File: src/include/dma_ctl_defs.svh
`ifndef DMA_CTL_DEFS_SVH
`define DMA_CTL_DEFS_SVH
// byte offsets on the register bus
`define OFF_CTRL0 12'h000
`define OFF_CTRL_STRIDE 12'h004
`define OFF_COLL 12'h010
`define OFF_IRQ_STAT 12'h014
`define OFF_IRQ_MASK 12'h018
`define OFF_CNT0 12'h020
`define OFF_RAMA0 12'h030
`define OFF_PERA0 12'h040
// control field positions
`define BIT_ON 15
`define BIT_SIZE 14
`define BIT_DIR 13
`define BIT_HALF 12
`define BIT_NULL_WRITE_SELECT 11
`define CTRL_WMASK 16'hf833
`define CTRL_RST 16'h0000
`define COLL_RST 4'h0
`define ADDR_POSTINC 2'h0
`define ADDR_NOINC 2'h1
`define ADDR_PERIND 2'h2
`define OPM_PP_BIT 1
`define OPM_ONESHOT_BIT 0
`define AXI_OKAY 2'h0
`define AXI_SLVERR 2'h2
`endif

File: src/include/dma_ctl_pkg.sv
package dma_ctl_pkg;
  typedef struct packed {
    logic channel_on;
    logic byte_size;
    logic ram_to_periph;
    logic half_irq;
    logic null_write_select;
    logic [1:0] addressing_select;
    logic [1:0] op_mode;
  } chan_cfg_type;
  typedef struct packed {
    logic req;
    logic wr;
    logic periph;
    logic byte_en;
    logic [15:0] addr;
    logic [15:0] wdata;
  } bus_req_type;
  typedef enum logic [1:0] {ST_IDLE, ST_READ, ST_WRITE, ST_NULL} xfer_state_type;
endpackage

File: src/rtl/dma_channel_control.sv
// Register access over AXI4-Lite and the register offsets are this design's own decisions.
`timescale 1ns/1ps
`include "dma_ctl_defs.svh"
// Contract
// - control bit 15 on lets the channel move data, off keeps it idle
// - bit 14 picks byte elements when set, 16-bit words when clear
// - bit 12 set raises block event at half block, clear at full block
// - bit 11 adds a null peripheral write per RAM write; software keeps direction clear
// - bits 5-4 choose post-increment, no-increment, peripheral indirect, or reserved; every value but no-increment post-increments here
// - bits 1-0 choose continuous or one-shot, with or without ping-pong
// - one-shot ping-pong moves one block per buffer then stops
// - control bits 10-6 and 3-2 read zero and ignore writes
// - collision status bits 3-0 flag peripheral write collisions per channel
// - collision bits 15-4 read zero; all flags zero after reset
// - all writable control fields reset to zero
module dma_channel_control #(
  parameter int NCH = 4
) (
  // clock and reset
  input wire logic core_clk_i,
  input wire logic resetn_i,
  // axi4-lite write address and data
  input wire logic [11:0] s_axi_awaddr,
  input wire logic s_axi_awvalid,
  output logic s_axi_awready,
  input wire logic [31:0] s_axi_wdata,
  input wire logic [3:0] s_axi_wstrb,
  input wire logic s_axi_wvalid,
  output logic s_axi_wready,
  // axi4-lite write response
  output logic [1:0] s_axi_bresp,
  output logic s_axi_bvalid,
  input wire logic s_axi_bready,
  // axi4-lite read
  input wire logic [11:0] s_axi_araddr,
  input wire logic s_axi_arvalid,
  output logic s_axi_arready,
  output logic [31:0] s_axi_rdata,
  output logic [1:0] s_axi_rresp,
  output logic s_axi_rvalid,
  input wire logic s_axi_rready,
  // peripheral side
  input wire logic [NCH-1:0] dma_trig_i,
  input wire logic [NCH-1:0] periph_collision_i,
  // shared memory port
  output dma_ctl_pkg::bus_req_type mem_o,
  input wire logic mem_ready_i,
  input wire logic [15:0] mem_rdata_i,
  // interrupt
  output logic irq_o
);
  logic [NCH-1:0][15:0] ctrl_r;
  logic [NCH-1:0][15:0] cnt_r;
  logic [NCH-1:0][15:0] rama_r;
  logic [NCH-1:0][15:0] pera_r;
  logic [NCH-1:0] coll_r;
  logic [NCH-1:0] stat_r;
  logic [NCH-1:0] mask_r;
  logic [NCH-1:0] restart;
  logic [NCH-1:0] half_ev;
  logic [NCH-1:0] done_ev;
  logic [NCH-1:0] grant;
  logic [NCH-1:0][1:0] trig_sync_r;
  logic [NCH-1:0][1:0] coll_sync_r;
  dma_ctl_pkg::bus_req_type [NCH-1:0] chan_bus;

  // write channel holding
  logic aw_have_r;
  logic w_have_r;
  logic [11:0] awaddr_r;
  logic [31:0] wdata_r;
  logic [3:0] wstrb_r;
  logic wr_fire;
  logic [15:0] wval;
  assign s_axi_awready = !aw_have_r && !s_axi_bvalid;
  assign s_axi_wready = !w_have_r && !s_axi_bvalid;
  assign wr_fire = aw_have_r && w_have_r;
  // only the low two lanes carry register bits
  assign wval = {wstrb_r[1] ? wdata_r[15:8] : 8'h00, wstrb_r[0] ? wdata_r[7:0] : 8'h00};

  always_ff @(posedge core_clk_i or negedge resetn_i) begin
    if (!resetn_i) begin
      aw_have_r <= 1'b0;
      awaddr_r <= 12'h000;
    end else if (s_axi_awvalid && s_axi_awready) begin
      aw_have_r <= 1'b1;
      awaddr_r <= s_axi_awaddr;
    end else if (wr_fire) begin
      aw_have_r <= 1'b0;
    end
  end

  always_ff @(posedge core_clk_i or negedge resetn_i) begin
    if (!resetn_i) begin
      w_have_r <= 1'b0;
      wdata_r <= 32'h0000_0000;
      wstrb_r <= 4'h0;
    end else if (s_axi_wvalid && s_axi_wready) begin
      w_have_r <= 1'b1;
      wdata_r <= s_axi_wdata;
      wstrb_r <= s_axi_wstrb;
    end else if (wr_fire) begin
      w_have_r <= 1'b0;
    end
  end

  // decode of the held write address
  logic wr_ok;
  logic [NCH-1:0] wr_ctrl;
  logic [NCH-1:0] wr_cnt;
  logic [NCH-1:0] wr_rama;
  logic [NCH-1:0] wr_pera;
  logic wr_stat;
  logic wr_mask;
  always_comb begin
    wr_ctrl = '0;
    wr_cnt = '0;
    wr_rama = '0;
    wr_pera = '0;
    wr_stat = 1'b0;
    wr_mask = 1'b0;
    wr_ok = 1'b1;
    if (awaddr_r == `OFF_COLL) begin
      wr_ok = 1'b1;
    end else if (awaddr_r == `OFF_IRQ_STAT) begin
      wr_stat = 1'b1;
    end else if (awaddr_r == `OFF_IRQ_MASK) begin
      wr_mask = 1'b1;
    end else begin
      wr_ok = 1'b0;
      for (int i = 0; i < NCH; i++) begin
        if (awaddr_r == 12'(`OFF_CTRL0 + i * `OFF_CTRL_STRIDE)) begin
          wr_ctrl[i] = 1'b1;
          wr_ok = 1'b1;
        end else if (awaddr_r == 12'(`OFF_CNT0 + i * `OFF_CTRL_STRIDE)) begin
          wr_cnt[i] = 1'b1;
          wr_ok = 1'b1;
        end else if (awaddr_r == 12'(`OFF_RAMA0 + i * `OFF_CTRL_STRIDE)) begin
          wr_rama[i] = 1'b1;
          wr_ok = 1'b1;
        end else if (awaddr_r == 12'(`OFF_PERA0 + i * `OFF_CTRL_STRIDE)) begin
          wr_pera[i] = 1'b1;
          wr_ok = 1'b1;
        end
      end
    end
  end

  always_ff @(posedge core_clk_i or negedge resetn_i) begin
    if (!resetn_i) begin
      s_axi_bvalid <= 1'b0;
      s_axi_bresp <= `AXI_OKAY;
    end else if (wr_fire) begin
      s_axi_bvalid <= 1'b1;
      s_axi_bresp <= wr_ok ? `AXI_OKAY : `AXI_SLVERR;
    end else if (s_axi_bready) begin
      s_axi_bvalid <= 1'b0;
    end
  end

  always_ff @(posedge core_clk_i or negedge resetn_i) begin
    if (!resetn_i) begin
      ctrl_r <= {NCH{`CTRL_RST}};
      cnt_r <= '0;
      rama_r <= '0;
      pera_r <= '0;
    end else if (wr_fire) begin
      for (int i = 0; i < NCH; i++) begin
        if (wr_ctrl[i]) begin
          ctrl_r[i] <= wval & `CTRL_WMASK;
        end
        if (wr_cnt[i]) begin
          cnt_r[i] <= wval;
        end
        if (wr_rama[i]) begin
          rama_r[i] <= wval;
        end
        if (wr_pera[i]) begin
          pera_r[i] <= wval;
        end
      end
    end
  end

  // turning a channel on from off reinitialises it
  always_comb begin
    restart = '0;
    for (int i = 0; i < NCH; i++) begin
      restart[i] = wr_fire && wr_ctrl[i] && wval[`BIT_ON] && !ctrl_r[i][`BIT_ON];
    end
  end

  // pins from the peripherals pass two flops first
  always_ff @(posedge core_clk_i or negedge resetn_i) begin
    if (!resetn_i) begin
      trig_sync_r <= '0;
      coll_sync_r <= '0;
    end else begin
      for (int i = 0; i < NCH; i++) begin
        trig_sync_r[i] <= {trig_sync_r[i][0], dma_trig_i[i]};
        coll_sync_r[i] <= {coll_sync_r[i][0], periph_collision_i[i]};
      end
    end
  end

  always_ff @(posedge core_clk_i or negedge resetn_i) begin
    if (!resetn_i) begin
      coll_r <= `COLL_RST;
    end else begin
      for (int i = 0; i < NCH; i++) begin
        if (coll_sync_r[i][1]) begin
          coll_r[i] <= 1'b1;
        end else if (restart[i]) begin
          coll_r[i] <= 1'b0;
        end
      end
    end
  end

  // event status: set wins over write-one-to-clear
  logic [NCH-1:0] trig_edge_r;
  always_ff @(posedge core_clk_i or negedge resetn_i) begin
    if (!resetn_i) begin
      stat_r <= '0;
      mask_r <= '0;
      trig_edge_r <= '0;
    end else begin
      for (int i = 0; i < NCH; i++) begin
        trig_edge_r[i] <= trig_sync_r[i][1];
      end
      if (wr_fire && wr_mask) begin
        mask_r <= wval[NCH-1:0];
      end
      stat_r <= (stat_r & ~((wr_fire && wr_stat) ? wval[NCH-1:0] : '0)) | half_ev | done_ev;
    end
  end
  assign irq_o = |(stat_r & mask_r);

  for (genvar g = 0; g < NCH; g++) begin : g_ch
    dma_ctl_pkg::chan_cfg_type cfg;
    assign cfg = '{channel_on: ctrl_r[g][`BIT_ON], byte_size: ctrl_r[g][`BIT_SIZE],
                   ram_to_periph: ctrl_r[g][`BIT_DIR], half_irq: ctrl_r[g][`BIT_HALF],
                   null_write_select: ctrl_r[g][`BIT_NULL_WRITE_SELECT],
                   addressing_select: ctrl_r[g][5:4], op_mode: ctrl_r[g][1:0]};
    dma_chan u_chan (
      .core_clk_i(core_clk_i),
      .resetn_i(resetn_i),
      .cfg_i(cfg),
      .count_i(cnt_r[g]),
      .ram_base_i(rama_r[g]),
      .periph_addr_i(pera_r[g]),
      .restart_i(restart[g]),
      .trig_i(trig_sync_r[g][1] && !trig_edge_r[g]),
      .grant_i(grant[g]),
      .rdata_i(mem_rdata_i),
      .bus_o(chan_bus[g]),
      .half_o(half_ev[g]),
      .done_o(done_ev[g]),
      .busy_o()
    );
  end

  dma_bus_arb #(.NCH(NCH)) u_arb (
    .core_clk_i(core_clk_i),
    .resetn_i(resetn_i),
    .req_i(chan_bus),
    .grant_o(grant),
    .bus_o(mem_o),
    .ready_i(mem_ready_i)
  );

  // read channel, one cycle after address
  logic [15:0] rval;
  always_comb begin
    rval = 16'h0000;
    if (s_axi_araddr == `OFF_COLL) begin
      rval = {12'h000, coll_r};
    end else if (s_axi_araddr == `OFF_IRQ_STAT) begin
      rval = {12'h000, stat_r};
    end else if (s_axi_araddr == `OFF_IRQ_MASK) begin
      rval = {12'h000, mask_r};
    end else begin
      for (int i = 0; i < NCH; i++) begin
        if (s_axi_araddr == 12'(`OFF_CTRL0 + i * `OFF_CTRL_STRIDE)) begin
          rval = ctrl_r[i];
        end else if (s_axi_araddr == 12'(`OFF_CNT0 + i * `OFF_CTRL_STRIDE)) begin
          rval = cnt_r[i];
        end else if (s_axi_araddr == 12'(`OFF_RAMA0 + i * `OFF_CTRL_STRIDE)) begin
          rval = rama_r[i];
        end else if (s_axi_araddr == 12'(`OFF_PERA0 + i * `OFF_CTRL_STRIDE)) begin
          rval = pera_r[i];
        end
      end
    end
  end
  logic rd_hit;
  always_comb begin
    rd_hit = (s_axi_araddr == `OFF_COLL) || (s_axi_araddr == `OFF_IRQ_STAT) ||
             (s_axi_araddr == `OFF_IRQ_MASK);
    for (int i = 0; i < NCH; i++) begin
      if (s_axi_araddr == 12'(`OFF_CTRL0 + i * `OFF_CTRL_STRIDE) ||
          s_axi_araddr == 12'(`OFF_CNT0 + i * `OFF_CTRL_STRIDE) ||
          s_axi_araddr == 12'(`OFF_RAMA0 + i * `OFF_CTRL_STRIDE) ||
          s_axi_araddr == 12'(`OFF_PERA0 + i * `OFF_CTRL_STRIDE)) begin
        rd_hit = 1'b1;
      end
    end
  end
  assign s_axi_arready = !s_axi_rvalid;
  always_ff @(posedge core_clk_i or negedge resetn_i) begin
    if (!resetn_i) begin
      s_axi_rvalid <= 1'b0;
      s_axi_rdata <= 32'h0000_0000;
      s_axi_rresp <= `AXI_OKAY;
    end else if (s_axi_arvalid && s_axi_arready) begin
      s_axi_rvalid <= 1'b1;
      s_axi_rdata <= {16'h0000, rval};
      s_axi_rresp <= rd_hit ? `AXI_OKAY : `AXI_SLVERR;
    end else if (s_axi_rready) begin
      s_axi_rvalid <= 1'b0;
    end
  end
endmodule // dma_channel_control

File: src/rtl/dma_chan.sv
`timescale 1ns/1ps
`include "dma_ctl_defs.svh"
module dma_chan (
  // clock and reset
  input wire logic core_clk_i,
  input wire logic resetn_i,
  // configuration
  input wire dma_ctl_pkg::chan_cfg_type cfg_i,
  input wire logic [15:0] count_i,
  input wire logic [15:0] ram_base_i,
  input wire logic [15:0] periph_addr_i,
  input wire logic restart_i,
  // service request and memory port
  input wire logic trig_i,
  input wire logic grant_i,
  input wire logic [15:0] rdata_i,
  output dma_ctl_pkg::bus_req_type bus_o,
  // events
  output logic half_o,
  output logic done_o,
  output logic busy_o
);
  dma_ctl_pkg::xfer_state_type state_r;
  logic [15:0] idx_r;
  logic [15:0] data_r;
  logic buf_r;
  logic pp_cnt_r;
  logic stopped_r;
  logic pend_r;
  logic [15:0] ram_addr;
  logic [15:0] step;
  logic last;
  logic [15:0] half_pt;
  assign step = cfg_i.byte_size ? 16'h0001 : 16'h0002;
  // byte elements advance one address
  assign ram_addr = ram_base_i + (cfg_i.addressing_select == `ADDR_NOINC ? 16'h0000 :
                    16'(idx_r * step)) + (buf_r ? 16'(count_i * step) : 16'h0000);
  assign last = (idx_r == count_i);
  // block holds count+1 elements, so half is (count+1)/2 of them
  assign half_pt = 16'((17'(count_i) + 17'h00001) >> 1);
  assign busy_o = (state_r != dma_ctl_pkg::ST_IDLE);
  always_ff @(posedge core_clk_i or negedge resetn_i) begin
    if (!resetn_i) begin
      pend_r <= 1'b0;
    end else if (!cfg_i.channel_on || restart_i) begin
      pend_r <= 1'b0;
    end else if (trig_i) begin
      pend_r <= 1'b1;
    end else if (state_r == dma_ctl_pkg::ST_IDLE && pend_r && !stopped_r) begin
      pend_r <= 1'b0;
    end
  end
  always_ff @(posedge core_clk_i or negedge resetn_i) begin
    if (!resetn_i) begin
      state_r <= dma_ctl_pkg::ST_IDLE;
      data_r <= 16'h0000;
    end else if (!cfg_i.channel_on || restart_i) begin
      state_r <= dma_ctl_pkg::ST_IDLE;
    end else begin
      case (state_r)
        dma_ctl_pkg::ST_IDLE: begin
          if (pend_r && !stopped_r) begin
            state_r <= dma_ctl_pkg::ST_READ;
          end
        end
        dma_ctl_pkg::ST_READ: begin
          if (grant_i) begin
            data_r <= cfg_i.byte_size ? {8'h00, rdata_i[7:0]} : rdata_i;
            state_r <= dma_ctl_pkg::ST_WRITE;
          end
        end
        dma_ctl_pkg::ST_WRITE: begin
          if (grant_i) begin
            state_r <= (cfg_i.null_write_select && !cfg_i.ram_to_periph) ?
                       dma_ctl_pkg::ST_NULL : dma_ctl_pkg::ST_IDLE;
          end
        end
        default: begin
          if (grant_i) begin
            state_r <= dma_ctl_pkg::ST_IDLE;
          end
        end
      endcase
    end
  end
  logic elem_done;
  assign elem_done = grant_i && ((state_r == dma_ctl_pkg::ST_NULL) ||
                     (state_r == dma_ctl_pkg::ST_WRITE &&
                      !(cfg_i.null_write_select && !cfg_i.ram_to_periph)));
  always_ff @(posedge core_clk_i or negedge resetn_i) begin
    if (!resetn_i) begin
      idx_r <= 16'h0000;
      buf_r <= 1'b0;
      pp_cnt_r <= 1'b0;
      stopped_r <= 1'b0;
      half_o <= 1'b0;
      done_o <= 1'b0;
    end else if (!cfg_i.channel_on || restart_i) begin
      idx_r <= 16'h0000;
      buf_r <= 1'b0;
      pp_cnt_r <= 1'b0;
      stopped_r <= 1'b0;
      half_o <= 1'b0;
      done_o <= 1'b0;
    end else begin
      half_o <= 1'b0;
      done_o <= 1'b0;
      if (elem_done) begin
        if (16'(idx_r + 16'h0001) == half_pt && cfg_i.half_irq) begin
          half_o <= 1'b1;
        end
        if (last) begin
          idx_r <= 16'h0000;
          done_o <= !cfg_i.half_irq;
          if (cfg_i.op_mode[`OPM_PP_BIT]) begin
            buf_r <= ~buf_r;
            if (cfg_i.op_mode[`OPM_ONESHOT_BIT] && pp_cnt_r) begin
              stopped_r <= 1'b1;
            end
            pp_cnt_r <= ~pp_cnt_r;
          end else if (cfg_i.op_mode[`OPM_ONESHOT_BIT]) begin
            stopped_r <= 1'b1;
          end
        end else begin
          idx_r <= 16'(idx_r + 16'h0001);
        end
      end
    end
  end
  always_comb begin
    bus_o = '0;
    bus_o.byte_en = cfg_i.byte_size;
    case (state_r)
      dma_ctl_pkg::ST_READ: begin
        bus_o.req = 1'b1;
        bus_o.periph = !cfg_i.ram_to_periph;
        bus_o.addr = cfg_i.ram_to_periph ? ram_addr : periph_addr_i;
      end
      dma_ctl_pkg::ST_WRITE: begin
        bus_o.req = 1'b1;
        bus_o.wr = 1'b1;
        bus_o.periph = cfg_i.ram_to_periph;
        bus_o.addr = cfg_i.ram_to_periph ? periph_addr_i : ram_addr;
        bus_o.wdata = data_r;
      end
      dma_ctl_pkg::ST_NULL: begin
        bus_o.req = 1'b1;
        bus_o.wr = 1'b1;
        bus_o.periph = 1'b1;
        bus_o.addr = periph_addr_i;
      end
      default: begin
        bus_o.req = 1'b0;
      end
    endcase
  end
endmodule // dma_chan

File: src/rtl/dma_bus_arb.sv
`timescale 1ns/1ps
module dma_bus_arb #(
  parameter int NCH = 4
) (
  // clock and reset
  input wire logic core_clk_i,
  input wire logic resetn_i,
  // channel requests
  input wire dma_ctl_pkg::bus_req_type [NCH-1:0] req_i,
  output logic [NCH-1:0] grant_o,
  // shared port
  output dma_ctl_pkg::bus_req_type bus_o,
  input wire logic ready_i
);
  logic [$clog2(NCH)-1:0] last_r;
  logic [$clog2(NCH)-1:0] sel;
  logic found;
  // round robin so one channel cannot starve the rest
  always_comb begin
    logic [$clog2(NCH)-1:0] c;
    c = '0;
    sel = last_r;
    found = 1'b0;
    for (int i = 1; i <= NCH; i++) begin
      c = ($clog2(NCH))'((int'(last_r) + i) % NCH);
      if (!found && req_i[c].req) begin
        sel = c;
        found = 1'b1;
      end
    end
  end
  always_ff @(posedge core_clk_i or negedge resetn_i) begin
    if (!resetn_i) begin
      last_r <= '0;
    end else if (found && ready_i) begin
      last_r <= sel;
    end
  end
  always_comb begin
    grant_o = '0;
    bus_o = found ? req_i[sel] : '0;
    if (found && ready_i) begin
      grant_o[sel] = 1'b1;
    end
  end
endmodule // dma_bus_arb

File: config.mk
export PLATFORM = sky130hd
export DESIGN_NAME = dma_channel_control
export DESIGN_NICKNAME = d
export VERILOG_FILES = /design/src/include/dma_ctl_pkg.sv /design/src/rtl/dma_channel_control.sv /design/src/rtl/dma_chan.sv /design/src/rtl/dma_bus_arb.sv
export VERILOG_INCLUDE_DIRS = /design/src /design/src/include
export SDC_FILE = /design/constraint.sdc
export NUM_CORES = 2
export LEC_CHECK = 0
export BUFFER_PORTS_ARGS = -buffer_cell sky130_fd_sc_hd__clkbuf_2
export CORE_ASPECT_RATIO = 1.75
export CORE_MARGIN = 1
export CORE_UTILIZATION = 65
export CTS_BUF_LIST = sky130_fd_sc_hd__clkbuf_4
export DETAILED_ROUTE_END_ITERATION = 8
export HOLD_SLACK_MARGIN = 0.12
export MAX_ROUTING_LAYER = met4
export PLACE_DENSITY = 0.91
export SYNTH_ARGS = -nofsm -noshare
export SYNTH_HDL_FRONTEND = slang
export SYNTH_SLANG_ARGS = --single-unit
export TNS_END_PERCENT = 100
File: constraint.sdc
create_clock -name core_clk_i -period 6.95 [get_ports core_clk_i]
set_clock_uncertainty 0.15 [all_clocks]
set_input_delay 0.3475 -clock core_clk_i [delete_from_list [all_inputs] [get_ports core_clk_i]]
set_output_delay 0.3475 -clock core_clk_i [all_outputs]
set_load 0.005 [all_outputs]
Word-level counts from Yosys, hierarchy flattened
Index checks and enable logic that the tools add are counted.
Widths: inputs -> output; s select.
- logic and storage cells: 714
- bits in registers: 476
- output and inout bits: 78
- bits of input ports: 92
- eq/ne operators: 76
- multipliers: 8
- reductions and logical operators: 193
- $add $sub $neg: 20
- $lt $le $gt $ge: 6
- bitwise gates (word level): 17
- muxes and demuxes: 316
- operators with widths (operator ; count):
    $mux 16 ; 55
    $bmux 36 s2 ; 5
    $mux 36 ; 6
    $eq 12x6->1 const B ; 16
    $pmux 16 s3 ; 4
    $mux 1 ; 187
    $add 16x16->16 ; 8
    $eq 16x16->1 ; 8
    $mul 16x16->16 ; 8
    $eq 12x7->1 const B ; 8
    $eq 12x5->1 const B ; 6
    $add 16x1->17 const B ; 4
    $mux 2 ; 34
    $add 16x1->16 const B ; 4
    $logic_and 1x1->1 ; 61
    $mux 4 ; 14
    $eq 12x4->1 const B ; 4
    $reduce_bool 2->1 ; 20
    $ne 3x2->1 const B ; 12
    $reduce_bool 3->1 ; 12
    $reduce_and 2->1 ; 16
    $reduce_and 4->1 ; 8
    $logic_not 1->1 ; 31
    $eq 12x3->1 const B ; 2
    other kinds (22) ; 103

Longest topological paths before layout
- depth after elaboration: 27
- gate-level depth with buffers: 26

Hierarchy
From an unflattened synthesis, not the netlist that was laid out.
- cells, all modules: 4008
- area, all modules: 36119.6 µm²
- by module, submodules not included (module ; area each (µm²) ; sequential area each (µm²) ; cells each ; instances):
    dma_channel_control ; 15109.5 ; 7807.5 ; 1410 ; 1
    dma_chan at g_ch[0].u_chan ... ; 4888.4 ; 1001.0 ; 603 ; 2
    dma_chan at g_ch[2].u_chan ; 4869.7 ; 1001.0 ; 625 ; 1
    dma_chan at g_ch[3].u_chan ; 4864.7 ; 1001.0 ; 612 ; 1
    dma_bus_arb ; 1498.9 ; 50.0 ; 155 ; 1

Least setup slack after synthesis
No wires, ideal clock.
- path type: flip-flop to output port
- start point: register ctrl_r[14] in the netlist's numbering
- end point: output port mem_o[30] in the netlist's numbering
- required time: 6.452 ns
- buffers on the path: 5
- stages on the path, launching flop included: 20
- path slack: 1.462 ns
- arrival time: 4.990 ns
- cell sequence: dfrtp_1 -> clkbuf_1 -> buf_2 -> buf_1 -> clkbuf_1 -> buf_1 -> o21ai_0 -> ha_1 -> nor2b_1 -> fa_1 -> ha_1 -> a21o_1 -> a21o_1 -> a2111oi_0 -> o31ai_1 -> o41ai_1 -> xnor2_1 -> a221oi_1 -> a211oi_1 -> o311a_1
- RTL lines (item ; RTL line ; source):
    start: declaration ; dma_channel_control.sv:52 ; logic [NCH-1:0][15:0] ctrl_r;
    start signal: assignment ; dma_channel_control.sv:163 ; ctrl_r <= {NCH{`CTRL_RST}};
    start signal: indexed assignment ; dma_channel_control.sv:170 ; ctrl_r[i] <= wval & `CTRL_WMASK;
    end: declaration ; dma_channel_control.sv:46 ; output dma_ctl_pkg::bus_req_type mem_o,

==> run summary <==
Worst-Margin Slew - 1.33 ns
Largest net degree at the start of global routing - 163
Final-stage net count - 4291
GRT Total Usage - 53.1%
Number of remaining DRC errors - 0
Crit. End Element - output pin
Die footprint - 52100 sq um
Post-synthesis cell count - 3924
Worst hold start - s_axi_wvalid
Via count of the first global-routing pass - 32300
Synth area leader - dfrtp_1
Core area - 50500 sq um
Clk sinks - 474
Die height - 301 um
Die Span X - 173 um
Asr flop ratio synth - 100%
Root Driver - clkbuf_4
Final Total Pwr - 6.60 mW
Detailed-placement wirelength estimate - 88800 um
Via density - 6.87
Fmax - 147 MHz
Slew Viols, Final - 0
First-pass GRT wire length - 198000 um
Hold endpoint - w_have_r
Post-route ant nets - 0
Initial antenna violation count - 17
Worst Setup Start Kind - register
Area contributors post-synth - dfrtp_1 (36%), nand2_1 (7.0%), xnor2_1 (5.9%), o21ai_0 (5.5%), fa_1 (3.9%)
CP max FO - 16
Cell area after layout - 37000 sq um
# Post-CTS Setup Buffers - 0
Sequential cell area fraction in the yosys report - 35.7%
Worst-path cell chain - mux2_2, ha_1, and2_1, fa_1, ha_1, a21o_1, a21o_1, a2111oi_1, o21bai_1, a21o_1, a21oi_1, xnor2_1, a221oi_1, buf_2, nor4b_2, clkbuf_2
Worst hold-check path type - input port to register
CP top delay family - compound AO/OA/AOI/OAI gates
Worst R2R Path Depth - 10
CP most frequent cell - a21o_1
Pre-antenna DRT Iters - 9
Min Tclk post-route - 6.82 ns
Yosys top cell area share - 35.7%
Commonest cells post-synth - nand2_1 (622), dfrtp_1 (474), o21ai_0 (365), clkbuf_1 (280), nor2_1 (262)
Worst R2R Setup Slack - 2.60 ns
Starting Density - 65.9%
Max-cap viol count - 0
Status - complete, no violations
CP Data Required Time - 6.45 ns
Post-synth EDFFs - 0
Power density cells - 178 nW/um^2
Fin crit share - 98.2%
Gpl congestion - 1.06
Setup TNS - 0 ns
Most used flip-flop cell after synthesis - dfrtp_1
Clk pin slew, worst setup/hold paths - 0.07 ns
Synth warn - 0
Worst-Skew Late Latency - 0.99 ns
Buf+Inv Stages, Crit Path - 2
Share of cells above drive strength 1 - 11.4%
Hold Violations, Final - 0
LEAKAGE - 16.5 nW
RR Startpoint - g_ch[3].u_chan.state_r[1]
Hold path depth - 3
Crit path kind - register to output pin
CTS Buf Count - 111
Register area - 11900 sq um
Final setup viols - 0
H-tree depth - 3
Yosys reg bits - 474
Distinct cell type count after synthesis - 85
Vias post-DR - 33300
CP peak stage delay - 0.66 ns
PortBufs - 133
VDD IR max - 0.000223 V
Worst EP arrival - 6.33 ns
Multi-input gate area - 20000 sq um
Post-DP Area - 34000 sq um
Row cnt - 109
Layout area overhead - 11.4%
I/O Pins - 170
CTS tree - built
1st-iter DRT viols - 4278
CP max stage cell - a2111oi_1
Relative slew slack - 11.0%
Grt total ovfl - 0
Mapped Area - 33200 sq um
Total Wirelength - 133000 um
WL per Instance - 27.5 um
Count leader, synth - nand2_1
RR Endpoint - g_ch[1].u_chan.idx_r[10]
Final core utilization - 73.3%
FILL cells - 3745
Avg Cell Area, Syn - 8.47 sq um
Max Buffers Root-to-Sink - 3
Worst hold slack - 0.163 ns
RSZ-0062 raised after global routing - no
## flip-flops by register name (all words and copies together) (netlist names), 8 cells and up
name and flops:
coll_sync_r 8, cnt_r 64, g_ch.u_chan.state_r 8, s_axi_rdata 16, ctrl_r 36, g_ch.u_chan.data_r 64, g_ch.u_chan.idx_r 64, awaddr_r 12
trig_sync_r 8, rama_r 64, pera_r 64, wdata_r 16
## worst max path at each step
stage,from,end,slack (ns),depth (start not counted)
3_5_place_dp,ctrl_r[14],mem_o[26],1.18,15
6_report,ctrl_r[14],mem_o[26],0.13,16
5_1_grt,ctrl_r[14],mem_o[26],0.1,16
3_3_place_gp,ctrl_r[14],mem_o[26],1.34,15
2_1_floorplan,ctrl_r[14],mem_o[30],1.46,19
4_1_cts,ctrl_r[14],mem_o[26],0.13,15
## layout by cell type, fill, tap and decap left out, types with 16 or more instances in the layout
cell type | synthesis | final
a21o_1 | 35 | 35
a311oi_1 | 18 | 18
and3_1 | 74 | 74
ha_1 | 72 | 72
conb_1 | 1 | 26
nor4_1 | 51 | 47
clkbuf_2 | 0 | 132
diode_2 | 0 | 24
nor3_1 | 55 | 53
inv_1 | 50 | 50
a211oi_1 | 44 | 43
o21ai_0 | 365 | 365
nor2b_1 | 56 | 56
a31oi_1 | 20 | 19
mux2i_1 | 106 | 106
and2_1 | 39 | 39
buf_4 | 18 | 58
xor2_1 | 117 | 117
nand3_1 | 125 | 125
mux2_2 | 57 | 57
dlygate4sd3_1 | 0 | 142
or3_1 | 26 | 26
o31ai_1 | 37 | 37
nand2b_1 | 46 | 46
clkinv_1 | 1 | 32
nand2_1 | 622 | 622
xnor2_1 | 224 | 224
clkbuf_4 | 0 | 159
nor2_1 | 262 | 260
fa_1 | 64 | 64
a21oi_1 | 135 | 135
nand4_1 | 50 | 50
a221oi_1 | 74 | 71
a22oi_1 | 16 | 16
dfrtp_1 | 474 | 470
o21ai_1 | 38 | 38
## worst register-to-register path, stage by stage (launching register included)
cell and delay [ns]:
dfrtp_1 0.51, or4_1 0.63, o211ai_1 0.22, a31oi_2 0.11, buf_4 0.28, nor3_2 0.99
and2_1 0.40, nand2_1 0.47, nor2_1 0.29, o21ai_1 0.09, o41ai_1 0.10
## metal layers
| layer | up-vias | global-route usage (%) | wire, um |
|---|---|---|---|
| met3 | 934 | 15.5 | 14300 |
| met1 | 15700 | 54.7 | 42500 |
| met4 | 0 | 52.7 | 16500 |
| met2 | 2453 | 80.1 | 59600 |
| met5 | - | - | 0 |
| li1 | 14200 | - | - |
## through the flow
step,cells,setup slack (ns)
floorplan,3949,1.46
global placement,4464,1.34
detailed placement,4464,1.18
CTS,4806,0.131
global route,4834,0.0989
finish,4839,0.127
## final cells by class
| type | count | share of cell area (%) |
|---|---|---|
| Multi-Input combinational cell | 3081 | 54.0 |
| Sequential cell | 474 | 32.1 |
| Timing Repair Buffer | 344 | 7.19 |
| Clock buffer | 156 | 3.16 |
| Tap cell | 666 | 2.25 |
| Clock inverter | 43 | 0.636 |
| Inverter | 51 | 0.517 |
| Antenna cell | 24 | 0.162 |
## kinds of logic (layout without fill, tap and decap cells)
kind of cell,after synthesis,count (layout),share of synthesized area (%)
AND/OR/NAND/NOR,1491,1491,21.2
buffers and inverters,394,594,4.71
other,1,50,0.0113
AO/OA/AOI/OAI,923,923,17.6
flip-flops,474,474,35.7
multiplexers,163,163,5.12
adder cells (fa/ha/maj),136,136,6.57
XOR/XNOR,342,342,9.05
## power breakdown
| part | total [mW] | internal (mW) | switching [mW] |
|---|---|---|---|
| sequential | 3.05 | 2.88 | 0.176 |
| combinational | 1.15 | 0.325 | 0.830 |
| clock | 2.39 | 1.11 | 1.28 |
## repair_timing
| item | CTS | global route |
|---|---|---|
| gates resized for setup | 0 | 3 |
| endpoints found under the hold margin | 362 | 0 |
| hold buffers | 143 | 0 |
| setup endpoints to repair | 0 | 2 |
Power figures use the tool's default switching activity.
